File: src/pkg/ppb_pkg.sv
// Constants for the parallel port bank: register map, masks, reset values
package ppb_pkg;

    // ************************************************************
    // Register indices; byte address is four times the index
    // ************************************************************
    localparam logic [3:0] IDX_A_DATA = 4'h0;
    localparam logic [3:0] IDX_B_DATA = 4'h1;
    localparam logic [3:0] IDX_C_DATA = 4'h2;
    localparam logic [3:0] IDX_D_DATA = 4'h3;
    localparam logic [3:0] IDX_A_DIR = 4'h4;
    localparam logic [3:0] IDX_B_DIR = 4'h5;
    localparam logic [3:0] IDX_C_DIR = 4'h6;
    localparam logic [3:0] IDX_D_DIR = 4'h7;
    localparam logic [3:0] IDX_E_DATA = 4'h8;
    localparam logic [3:0] IDX_F_DATA = 4'h9;
    localparam logic [3:0] IDX_G_DATA = 4'hA;
    localparam logic [3:0] IDX_H_DATA = 4'hB;
    localparam logic [3:0] IDX_E_DIR = 4'hC;
    localparam logic [3:0] IDX_F_DIR = 4'hD;
    localparam logic [3:0] IDX_G_DIR = 4'hE;
    localparam logic [3:0] IDX_H_DIR = 4'hF;

    // Per port lookup, port A in slice 0 up to port H in slice 7
    localparam logic [7:0][3:0] DATA_IDX = {IDX_H_DATA, IDX_G_DATA,
        IDX_F_DATA, IDX_E_DATA, IDX_D_DATA, IDX_C_DATA, IDX_B_DATA,
        IDX_A_DATA};
    localparam logic [7:0][3:0] DIR_IDX = {IDX_H_DIR, IDX_G_DIR,
        IDX_F_DIR, IDX_E_DIR, IDX_D_DIR, IDX_C_DIR, IDX_B_DIR,
        IDX_A_DIR};

    // ************************************************************
    // Implemented bits per port
    // ************************************************************
    localparam logic [7:0][7:0] BIT_MASK = {8'h03, 8'h07, 8'h7F, 8'hFF,
        8'hFF, 8'h3F, 8'hFF, 8'hFF};

    // ************************************************************
    // Port numbers, field positions, reset values
    // ************************************************************
    localparam int PORT_A = 0;
    localparam int PORT_B = 1;
    localparam int PORT_C = 2;
    localparam int PORT_F = 5;
    localparam int PORT_COUNT = 8;
    localparam int PORT_WIDTH = 8;
    localparam int SYSCLK_EN_BIT = 7;
    localparam int SYSCLK_PIN = 2;
    localparam int ADDR_IDX_LSB = 2;
    localparam int CH_WIDTH = 5;
    localparam logic [7:0] DIR_RESET = 8'h00;
    localparam logic SYSCLK_EN_RESET = 1'b0;
    localparam logic [31:0] READ_ZERO = 32'h0000_0000;

endpackage

File: src/core/ppb_top.sv
// Parallel port bank: eight byte ports with APB register access
// ************************************************************
// Summary of operation
// - Direction bit one drives latch onto port A pin; zero leaves input.
// - Reset clears port A direction, all pins input.
// - Reset leaves port A data latches untouched.
// - Port A read gives latch for outputs, pin level for inputs.
// - Data writes with ce and pstrb[0] high update latches whatever the direction.
// - Port B has eight per-bit directions, cleared on reset, latches kept.
// - Non-converter port B read gives latch or pin by direction.
// - Converter channel select picks which port B pin is analog.
// - Converter pin read gives zero as input, latch as output.
// - Converter pin direction bit leaves output buffer off.
// - Port C has six bits; data bits 7 and 6 read zero.
// - Unused bits of ports F, G and H read zero.
// - Port C direction bit 7 is clock-out enable, bit 6 zero.
// - Clock-out enable drives clock on port C pin 2; reset clears it.
// ************************************************************
`timescale 1ns/1ps
`default_nettype none

module ppb_top (
    // Clock, reset, enable
    input wire logic pclk,
    input wire logic presetn,
    input wire logic ce,
    // APB slave
    input wire logic psel,
    input wire logic penable,
    input wire logic pwrite,
    input wire logic [7:0] paddr,
    input wire logic [31:0] pwdata,
    input wire logic [3:0] pstrb,
    output logic [31:0] prdata,
    output logic pready,
    output logic pslverr,
    // Pins, port A in bits 7:0 up to port H in bits 63:56
    input wire logic [63:0] pin_in,
    output logic [63:0] pin_out,
    output logic [63:0] pin_oe,
    // Converter side
    input wire logic [4:0] converter_channel_select,
    output logic [7:0] converter_inputs
);

    // ************************************************************
    // APB decode
    // ************************************************************
    logic [3:0] idx;
    logic mapped;
    logic setup;
    logic access;
    logic wr_lane;

    assign idx = paddr[ppb_pkg::ADDR_IDX_LSB +: 4];
    assign mapped = (paddr[7:6] == 2'h0) && (paddr[1:0] == 2'h0);
    assign setup = psel && !penable;
    assign access = psel && penable;
    // Only byte lane 0 carries register bits
    assign wr_lane = access && pwrite && pstrb[0] && mapped && ce;
    // Read data is captured in setup, so every access completes at once
    assign pready = access;
    assign pslverr = access && !mapped;

    // ************************************************************
    // Converter pin selection
    // ************************************************************
    logic [7:0] adc_pin;

    // Channel codes 0..7 land on port B; higher codes leave it alone
    assign adc_pin = (converter_channel_select[4:3] == 2'h0) ?
        (8'h01 << converter_channel_select[2:0]) : 8'h00;

    // ************************************************************
    // Per port latch, direction, synchroniser
    // ************************************************************
    logic [7:0] latch [8];
    logic [7:0] dir [8];
    logic [7:0] sync1 [8];
    logic [7:0] sync2 [8];
    logic [7:0] rd_val [8];
    logic [7:0] wr_data [8];
    logic [7:0] wr_dir [8];
    logic sysclk_out_enable;

    genvar p;
    generate
        for (p = 0; p < ppb_pkg::PORT_COUNT; p++) begin : g_port
            localparam logic [7:0] MSK = ppb_pkg::BIT_MASK[p];
            logic [7:0] analog;
            logic [7:0] pad;
            logic [7:0] oe;
            logic hit_data;
            logic hit_dir;

            assign analog = (p == ppb_pkg::PORT_B) ? adc_pin : 8'h00;
            assign pad = pin_in[8*p +: 8];
            assign hit_data = wr_lane && (idx == ppb_pkg::DATA_IDX[p]);
            assign hit_dir = wr_lane && (idx == ppb_pkg::DIR_IDX[p]);
            assign wr_data[p] = pwdata[7:0] & MSK;
            assign wr_dir[p] = pwdata[7:0] & MSK;

            // Latches have no reset term, contents survive reset
            always_ff @(posedge pclk) begin
                if (hit_data) begin
                    latch[p] <= wr_data[p];
                end
            end

            always_ff @(posedge pclk or negedge presetn) begin
                if (!presetn) begin
                    dir[p] <= ppb_pkg::DIR_RESET;
                end else if (hit_dir) begin
                    dir[p] <= wr_dir[p];
                end
            end

            // Two stages against metastable pin levels
            always_ff @(posedge pclk or negedge presetn) begin
                if (!presetn) begin
                    sync1[p] <= 8'h00;
                    sync2[p] <= 8'h00;
                end else if (ce) begin
                    sync1[p] <= pad;
                    sync2[p] <= sync1[p];
                end
            end

            // Inputs read the pin, except converter pins which read zero
            assign rd_val[p] = MSK & ((dir[p] & latch[p]) |
                (~dir[p] & ~analog & sync2[p]));

            // Converter pins keep the buffer off whatever direction says
            assign oe = dir[p] & ~analog & MSK;

            if (p == ppb_pkg::PORT_C) begin : g_clk
                assign pin_oe[8*p +: 8] = oe |
                    ({7'h00, sysclk_out_enable} << ppb_pkg::SYSCLK_PIN);
                // Clock goes straight out; it is not a data path
                assign pin_out[8*p +: 8] = sysclk_out_enable ?
                    ((latch[p] & MSK & ~(8'h01 << ppb_pkg::SYSCLK_PIN)) |
                    ({7'h00, pclk} << ppb_pkg::SYSCLK_PIN)) :
                    (latch[p] & MSK);
            end else begin : g_plain
                assign pin_oe[8*p +: 8] = oe;
                assign pin_out[8*p +: 8] = latch[p] & MSK;
            end
        end
    endgenerate

    assign converter_inputs = sync2[ppb_pkg::PORT_B];

    // ************************************************************
    // Clock-out enable in port C direction bit 7
    // ************************************************************
    logic hit_cdir;

    assign hit_cdir = wr_lane && (idx == ppb_pkg::IDX_C_DIR);

    always_ff @(posedge pclk or negedge presetn) begin
        if (!presetn) begin
            sysclk_out_enable <= ppb_pkg::SYSCLK_EN_RESET;
        end else if (hit_cdir) begin
            sysclk_out_enable <= pwdata[ppb_pkg::SYSCLK_EN_BIT];
        end
    end

    // ************************************************************
    // Read path, registered in the setup cycle
    // ************************************************************
    logic [7:0] sel_val;
    logic [7:0] next_byte;
    logic [31:0] next_prdata;

    always_comb begin
        sel_val = 8'h00;
        for (int i = 0; i < ppb_pkg::PORT_COUNT; i++) begin
            if (idx == ppb_pkg::DATA_IDX[i]) begin
                sel_val = rd_val[i];
            end
            if (idx == ppb_pkg::DIR_IDX[i]) begin
                sel_val = dir[i];
            end
        end
    end

    assign next_byte = (idx == ppb_pkg::IDX_C_DIR) ?
        (sel_val | {sysclk_out_enable, 7'h00}) : sel_val;
    assign next_prdata = mapped ? {24'h000000, next_byte} :
        ppb_pkg::READ_ZERO;

    always_ff @(posedge pclk or negedge presetn) begin
        if (!presetn) begin
            prdata <= ppb_pkg::READ_ZERO;
        end else if (ce && setup && !pwrite) begin
            prdata <= next_prdata;
        end
    end

    // ************************************************************
    // Checks
    // ************************************************************
    logic rd_setup;

    assign rd_setup = ce && setup && !pwrite && mapped;
endmodule // ppb_top

`default_nettype wire

File: config.mk
export PLATFORM = sky130hd
export DESIGN_NAME = ppb_top
export DESIGN_NICKNAME = d
export VERILOG_FILES = /design/src/pkg/ppb_pkg.sv /design/src/core/ppb_top.sv
export SDC_FILE = /design/constraint.sdc
export NUM_CORES = 1
export LEC_CHECK = 0
export BUFFER_PORTS_ARGS = -buffer_cell sky130_fd_sc_hd__buf_2
export CORE_ASPECT_RATIO = 1.25
export CORE_MARGIN = 5
export CORE_UTILIZATION = 45
export DETAILED_ROUTE_END_ITERATION = 10
export GPL_TIMING_DRIVEN = 0
export HOLD_SLACK_MARGIN = 0.05
export PLACE_DENSITY = 0.82
export SYNTH_ARGS = -nofsm -noshare
export SYNTH_HDL_FRONTEND = slang
export SYNTH_SLANG_ARGS = --single-unit
File: constraint.sdc
create_clock -name pclk -period 3.93 [get_ports pclk]
set_input_delay 0.786 -clock pclk [delete_from_list [all_inputs] [get_ports pclk]]
set_output_delay 0.786 -clock pclk [all_outputs]
set_load 0.005 [all_outputs]
# After elaboration in Yosys (flattened, before gate mapping)
# Memories as Yosys holds them, arrays and structs flattened.
# Cells that the tools add are included.
# W data, S select, Z words.
# op_classes
bitwise	38
n_eq_ne	15
shift	1
n_reduce_logical	40
mux	57
# ops
op	n
$mux W8	26
$and A8 B8 Y8	10
$reduce_or A8 Y1	7
$not A8 Y8	5
$or A8 B8 Y8	5
$eq A4 B4 Y1 const B	8
$logic_and A1 B1 Y1	26
$mux W1	23
$mux W3	7
$eq A4 B3 Y1 const B	4
$and A7 B7 Y7	2
$and A6 B6 Y6	2
$or A6 B3 Y6	2
$eq A4 B2 Y1 const B	2
$shl A1 B3 Y8 const A	1
$not A7 Y7	1
$or A7 B7 Y7	1
$and A3 B3 Y3	2
$logic_not A2 Y1	3
$mux W6	1
$not A6 Y6	1
$or A6 B6 Y6	1
$and A2 B2 Y2	2
$eq A4 B1 Y1 const B	1
6 further kinds	8
# word_totals
register_bits	183
mem_bits_rw	64
out_inout_bits	170
mem_count	1
word_cells	178
# memory_table
name	words	word_bits	rd	rd_ports_with_merged_regs	write_ports	line_no	text
latch	8	8	8	0	1	ppb_top.sv:77	logic [7:0] latch [8];

# Depth between registers and ports, before layout
# Gate-level depths: netlist of run 1.
# depth
ltp_word	23
ltp_mapped	8
mapped_depth_nobuf	5

==> results of run 1 <==
==> through the flow <==
step	setup WS (ns)	utilization	std cells	hold slack, ns	setup TNS (ns)
3_3_place_gp	-0.376	0.519	1378	0.466	-57.88
6_report	0.533	0.558	1422	0.108	0
5_1_grt	0.507	0.558	1422	0.162	0
3_5_place_dp	0.379	0.521	1380	0.477	0
4_1_cts	0.526	0.558	1422	0.140	0
2_1_floorplan	0.924	-	896	0.449	0
==> power groups by stage <==
stage / clock, mW / combinational [mW] / sequential (mW)
finish: 2.35 / 0.561 / 2.45
global route: 2.47 / 0.606 / 2.46
CTS: 2.39 / 0.559 / 2.44
detailed placement: 0.000287 / 0.555 / 2.48
global placement: 0.000287 / 0.538 / 2.47
floorplan: 0.000243 / 0.341 / 2.44
==> worst min path at each step <==
stage / slack [ns] / endpoint / startpoint
finish: 0.11 / sync1[19] / presetn
global route: 0.16 / sync2[21] / presetn
CTS: 0.14 / sync2[21] / presetn
detailed placement: 0.48 / prdata[7] / prdata[7]
global placement: 0.47 / converter_inputs[7] / sync1[55]
floorplan: 0.45 / converter_inputs[4] / sync1[52]
==> flip-flops by register name (all words and copies together), names as in the netlist <==
signal and count:
sync2 42, pin_oe 12, dir 14, prdata 8, converter_inputs 8, sync1 50
g_port.oe 24, latch 50, sysclk_out_enable 1
==> routing by layer <==
metal | up-vias | share of wire | global-route usage
li1 | 3445 | - | -
met1 | 3838 | 0.38 | 0.291
met2 | 410 | 0.51 | 0.447
met3 | 71 | 0.077 | 0.0475
met5 | - | 0 | 0
met4 | 0 | 0.032 | 0.0809
==> cell usage after synthesis (3+ instances only) <==
cell	count	area, µm²
or4b_1	4	40.0
a21oi_1	25	125
nand2b_1	7	43.8
a2111oi_0	3	26.3
inv_1	14	52.6
nand4_1	4	25.0
o21ai_1	4	20.0
nor3_1	7	35.0
nand2_1	24	90.1
mux2_2	106	1190
edfxtp_1	50	1500
o22ai_1	8	50.1
a211o_1	4	35.0
or3_1	5	31.3
mux2_1	51	574
buf_4	130	976
dfrtp_1	159	3980
clkbuf_1	30	113
a32oi_1	3	26.3
nor2b_1	13	81.3
nand3_1	10	50.1
a221oi_1	4	35.0
nor2_2	4	25.0
and2_1	5	31.3
a31oi_1	12	75.1
o21ai_0	33	165
a21boi_0	4	30.0
nor2_1	25	93.8
buf_2	7	35.0
o211ai_1	7	52.6
a22oi_1	6	45.0
mux2i_1	11	110
nor3b_1	7	52.6
a211oi_1	4	30.0
buf_1	5	18.8
==> logic make-up (layout without fill, tap and decap cells) <==
family,after synthesis,after routing,share of synthesized area
AOI/OAI and AO/OA,146,146,0.0961
buffers and inverters,188,426,0.117
muxes,168,168,0.182
and+or+nand+nor,133,133,0.0732
other,1,52,0.000364
DFF,209,209,0.532
==> cell type report <==
class                           instances  area [µm²]
Fill cell                            1962       10100
Sequential cell                       209        5480
Multi-Input combinational cell        499        3820
Buffer                                172        1140
Timing Repair Buffer                  195        1010
Clock buffer                           33         688
Tap cell                              288         360
Clock inverter                         10         150
Inverter                               16        60.1
==> cell usage in the layout, fill, tap and decap left out, types with 7 or more instances in the layout <==
cell type    n
inv_1       14
nor3b_1      7
nand3_1     10
nor3_1       7
nor2_1      25
o211ai_1     7
mux2_2     106
a31oi_1     12
edfxtp_1    50
clkbuf_16   26
conb_1      52
mux2_1      51
buf_2      200
o21ai_0     33
nand2_1     24
buf_4      131
nand2b_1     7
o22ai_1      8
clkbuf_1    35
nor2b_1     13
a21oi_1     25
dfrtp_1    159
mux2i_1     11
==> flow_summary.yaml, run 1 <==
setup_path:
  worstSetupStartpointType: "clock port"
  endpoint: "pin_out[18]"
  cp.arrival_ns: 2.61
  path_class: "clk2out"
  path_delay_family: "buffers and inverters"
  crit_fanout: 2
  cp_slowest_stage_delay_ns: 0.27
  rrSetupSlack_ns: 2.00
  crit_slowest_cell: "mux2_2"
  cp.depth: 4
  worstPathRequired_ns: 3.14
  critPathCaptureType: "output pin"
  startpoint: "pclk"
  cp_cell_sequence: "clkbuf_16, clkbuf_16, mux2_2, buf_2"
  cp.buffers_inverters: 3
  crit_top_cell: "clkbuf_16"
  r2r-end: "prdata[0]"
  rr_startpoint: "pin_oe[48]"
  reg2reg_depth: 4
pwr:
  switchingPower_mw: 1.26
  swShare: 0.235
  p_comb_frac: 0.105
  leakagePower_nw: 5.91
  p_clk_frac: 0.439
  power_density_mw_per_mm2: 421
  p_int_mw: 4.10
  seqPwrFrac: 0.457
  peakVddDrop_mv: 0.309
  total_power_mw: 5.36
global_route:
  grt_use_total: 0.245
  globalRoute.totalOverflow: 0
  antenna_found_initial: 0
  grt_first_pass_wirelength_um: 48800
  grt_max_degree: 91
  grt_pass1_vias: 8011
sta:
  rsz0062_at_grt: "false"
  setup_viol: 0
  fin_skew_ns: 0.0113
  hold_viol_final: 0
  worst-slew-pin-transition_ns: 1.27
  maxSlewViolCount: 0
  max_slew_margin: 0.146
synthesis:
  synthArstFlopShare: 0.761
  ys_seq_area_frac: 0.532
  synth_ff_type: "dfrtp_1"
  syn_inst: 845
  syn_area_mm2: 0.0103
  synth-seq-cells: 209
  avgSynthCellArea_um2: 12.2
  ys_warn_count: 0
  yosysUniqueCellTypes: 69
  synth_edf_count: 50
min_path:
  min_path_type: "in2async"
floorplanning:
  die_w_um: 145
  start_util: 0.452
  die_area_mm2: 0.0261
  rows: 62
  fp.dieH_um: 179
  coreArea_mm2: 0.0228
  io_pins: 289
placed_design:
  portBuffers: 194
  hpwl_um: 24700
  dpl_cell_area_mm2: 0.0119
  gp_congestion: 0.987
detailed_routing:
  drt_first_pass_iters: 5
  ant_nets: 0
  drt_wl_total_um: 32800
  vias_per_cell: 5.46
  first_iter_violations: 562
  drc: 0
  vias: 7764
  wl_per_cell_um: 23.0
layout:
  area_growth_syn_to_layout_pct: 23.3
  layout-drive-gt1-share: 0.429
  diodes: 0
  finalNetCount: 1238
  final_area_mm2: 0.0127
outcome:
  status: "finished clean"
cts:
  postCtsSetupBuffers: 0
  clk_latency_ns: 0.63
  clkTransAtPathRegs_ns: 0.06
  ctsHoldBuffers: 0
  cts_resized: 0
  cts_tree: "done"
run:
  max_cap_viol_count: 0
(Power assumes the default switching activity.)
==> inputs of run 2 (changes only) <==
CTS_BUF_LIST = sky130_fd_sc_hd__clkbuf_4 sky130_fd_sc_hd__clkbuf_8   (was default)
clock period = 4.1 ns   (was 3.93 ns; I/O delays follow)
==> run 2 against run 1 <==
- worst hold slack better by 0.028 ns
- global-route usage rose by 0.17 points
- non-clock buffer count unchanged
- total power is 7.5% lower
- clock-buffer cell count grew 21
- sequential share of layout area grew 0.12 points
- sequential power decreased by 4%
- combinational power shrank 4.3%
- critical endpoint unchanged
- largest cell class unchanged
==> flow_summary.yaml, run 2 (synthesized netlist as in run 1, its figures left out) <==
outcome:
  status: "finished clean"
detailed_routing:
  drt_wl_total_um: 32800
  ant_nets: 0
  vias_per_cell: 5.45
  drt_first_pass_iters: 5
  drc: 0
  vias: 7873
  wl_per_cell_um: 22.7
  first_iter_violations: 494
global_route:
  globalRoute.totalOverflow: 0
  antenna_found_initial: 0
  grt_use_total: 0.246
  top_usage_layer: "met2"
  grtUsageMet3: 0.0536
  use_met1: 0.293
  grt_pass1_vias: 8055
  grt_max_degree: 91
  grt_util_met2: 0.443
  grt_first_pass_wirelength_um: 49100
placed_design:
  place_inst: 1380
  post-place-ws_ns: 0.515
  dpl_cell_area_mm2: 0.0119
  portBuffers: 194
  hpwl_um: 24700
  gp_congestion: 0.987
pwr:
  power_density_mw_per_mm2: 391
  p_int_mw: 3.74
  p_comb_frac: 0.108
  p_clk_frac: 0.419
  switchingPower_mw: 1.22
  peakVddDrop_mv: 0.289
  seqPwrFrac: 0.473
  swShare: 0.245
  leakagePower_nw: 5.91
  total_power_mw: 4.95
floorplanning:
  io_pins: 289
  die_w_um: 145
  start_util: 0.452
  die_area_mm2: 0.0261
  rows: 62
  coreArea_mm2: 0.0228
  fp.dieH_um: 179
layout:
  final_area_mm2: 0.0127
  layout-drive-gt1-share: 0.443
  layout_common_cells: "buf_2 (200), dfrtp_1 (159), buf_4 (131), mux2_2 (106), conb_1 (52)"
  fillers: 1984
  top_regs: "latch: 50 flops, sync1: 50 flops, sync2: 42 flops"
  diodes: 0
  final_common_cell: "buf_2"
  fin_util: 0.556
  stdcell_count: 1445
  area_growth_syn_to_layout_pct: 23.0
  finalNetCount: 1251
cts:
  ctsHoldBuffers: 0
  postCtsSetupBuffers: 0
  cts_resized: 0
  clk_latency_ns: 0.63
  clkTransAtPathRegs_ns: 0.05
  cts_tree: "done"
setup_path:
  critPathCaptureType: "output pin"
  crit_top_cell: "clkbuf_8"
  crit_fanout: 2
  cp.arrival_ns: 2.67
  worstPathRequired_ns: 3.28
  cp_cell_sequence: "clkbuf_8, clkbuf_8, mux2_2, buf_2"
  crit_slowest_cell: "mux2_2"
  path_class: "clk2out"
  worstSetupStartpointType: "clock port"
  cp_slowest_stage_delay_ns: 0.26
sta:
  fin_ws_ns: 0.611
  fin_skew_ns: 0.0187
  setup_viol: 0
  hold_slack_ns: 0.136
  max_slew_margin: 0.107
  rsz0062_at_grt: "false"
  setup_tns_ns: 0
  maxSlewViolCount: 0
  hold_viol_final: 0
  worst-slew-pin-transition_ns: 1.33
run:
  max_cap_viol_count: 0
min_path:
  min_path_type: "in2async"
run 2: final cells by class:
class                   count  area (µm²)  share of cell area
plain buffers             172        1140              0.0901
clock buffers              54         666              0.0525
clock inverters            12         136              0.0108
inverters                  16        60.1             0.00474
multi-input cells         499        3820               0.302
flip-flops and latches    209        5480               0.432
well taps                 288         360              0.0284
repair buffers            195        1010              0.0797
run 2: power by group through the flow:
stage	Sequential (mW)	Combinational [mW]	Clock (mW)
6_report	2.34	0.537	2.07
3_3_place_gp	2.37	0.515	0.000275
2_1_floorplan	2.34	0.327	0.000233
5_1_grt	2.35	0.579	2.22
4_1_cts	2.34	0.534	2.11
3_5_place_dp	2.38	0.532	0.000275
run 2: worst paths after layout:
| check | startpoint | to | slack, ns | cells past startpoint |
|---|---|---|---|---|
| max | pclk | pin_out[18] | 0.61 | 4 |
| min | presetn | sync1[19] | 0.14 | 1 |
| max reg2reg | pin_oe[48] | prdata[0] | 2.17 | 4 |
| min reg2reg | sync1[55] | converter_inputs[7] | 0.49 | 2 |
| max in group asynchronous | presetn | sync1[50] | 3.10 | 2 |
| min in group pclk | pin_in[4] | sync1[60] | 0.42 | 2 |
run 2: layer usage:
layer	share of wire	vias up
met3	0.070	76
li1	-	3476
met5	0	-
met1	0.39	3912
met2	0.51	409
met4	0.034	0
run 2: critical path: cells and delay by family:
| kind | cells | cell delay (ns) |
|---|---|---|
| multiplexers | 1 | 0.26 |
| buffers and inverters | 3 | 0.35 |
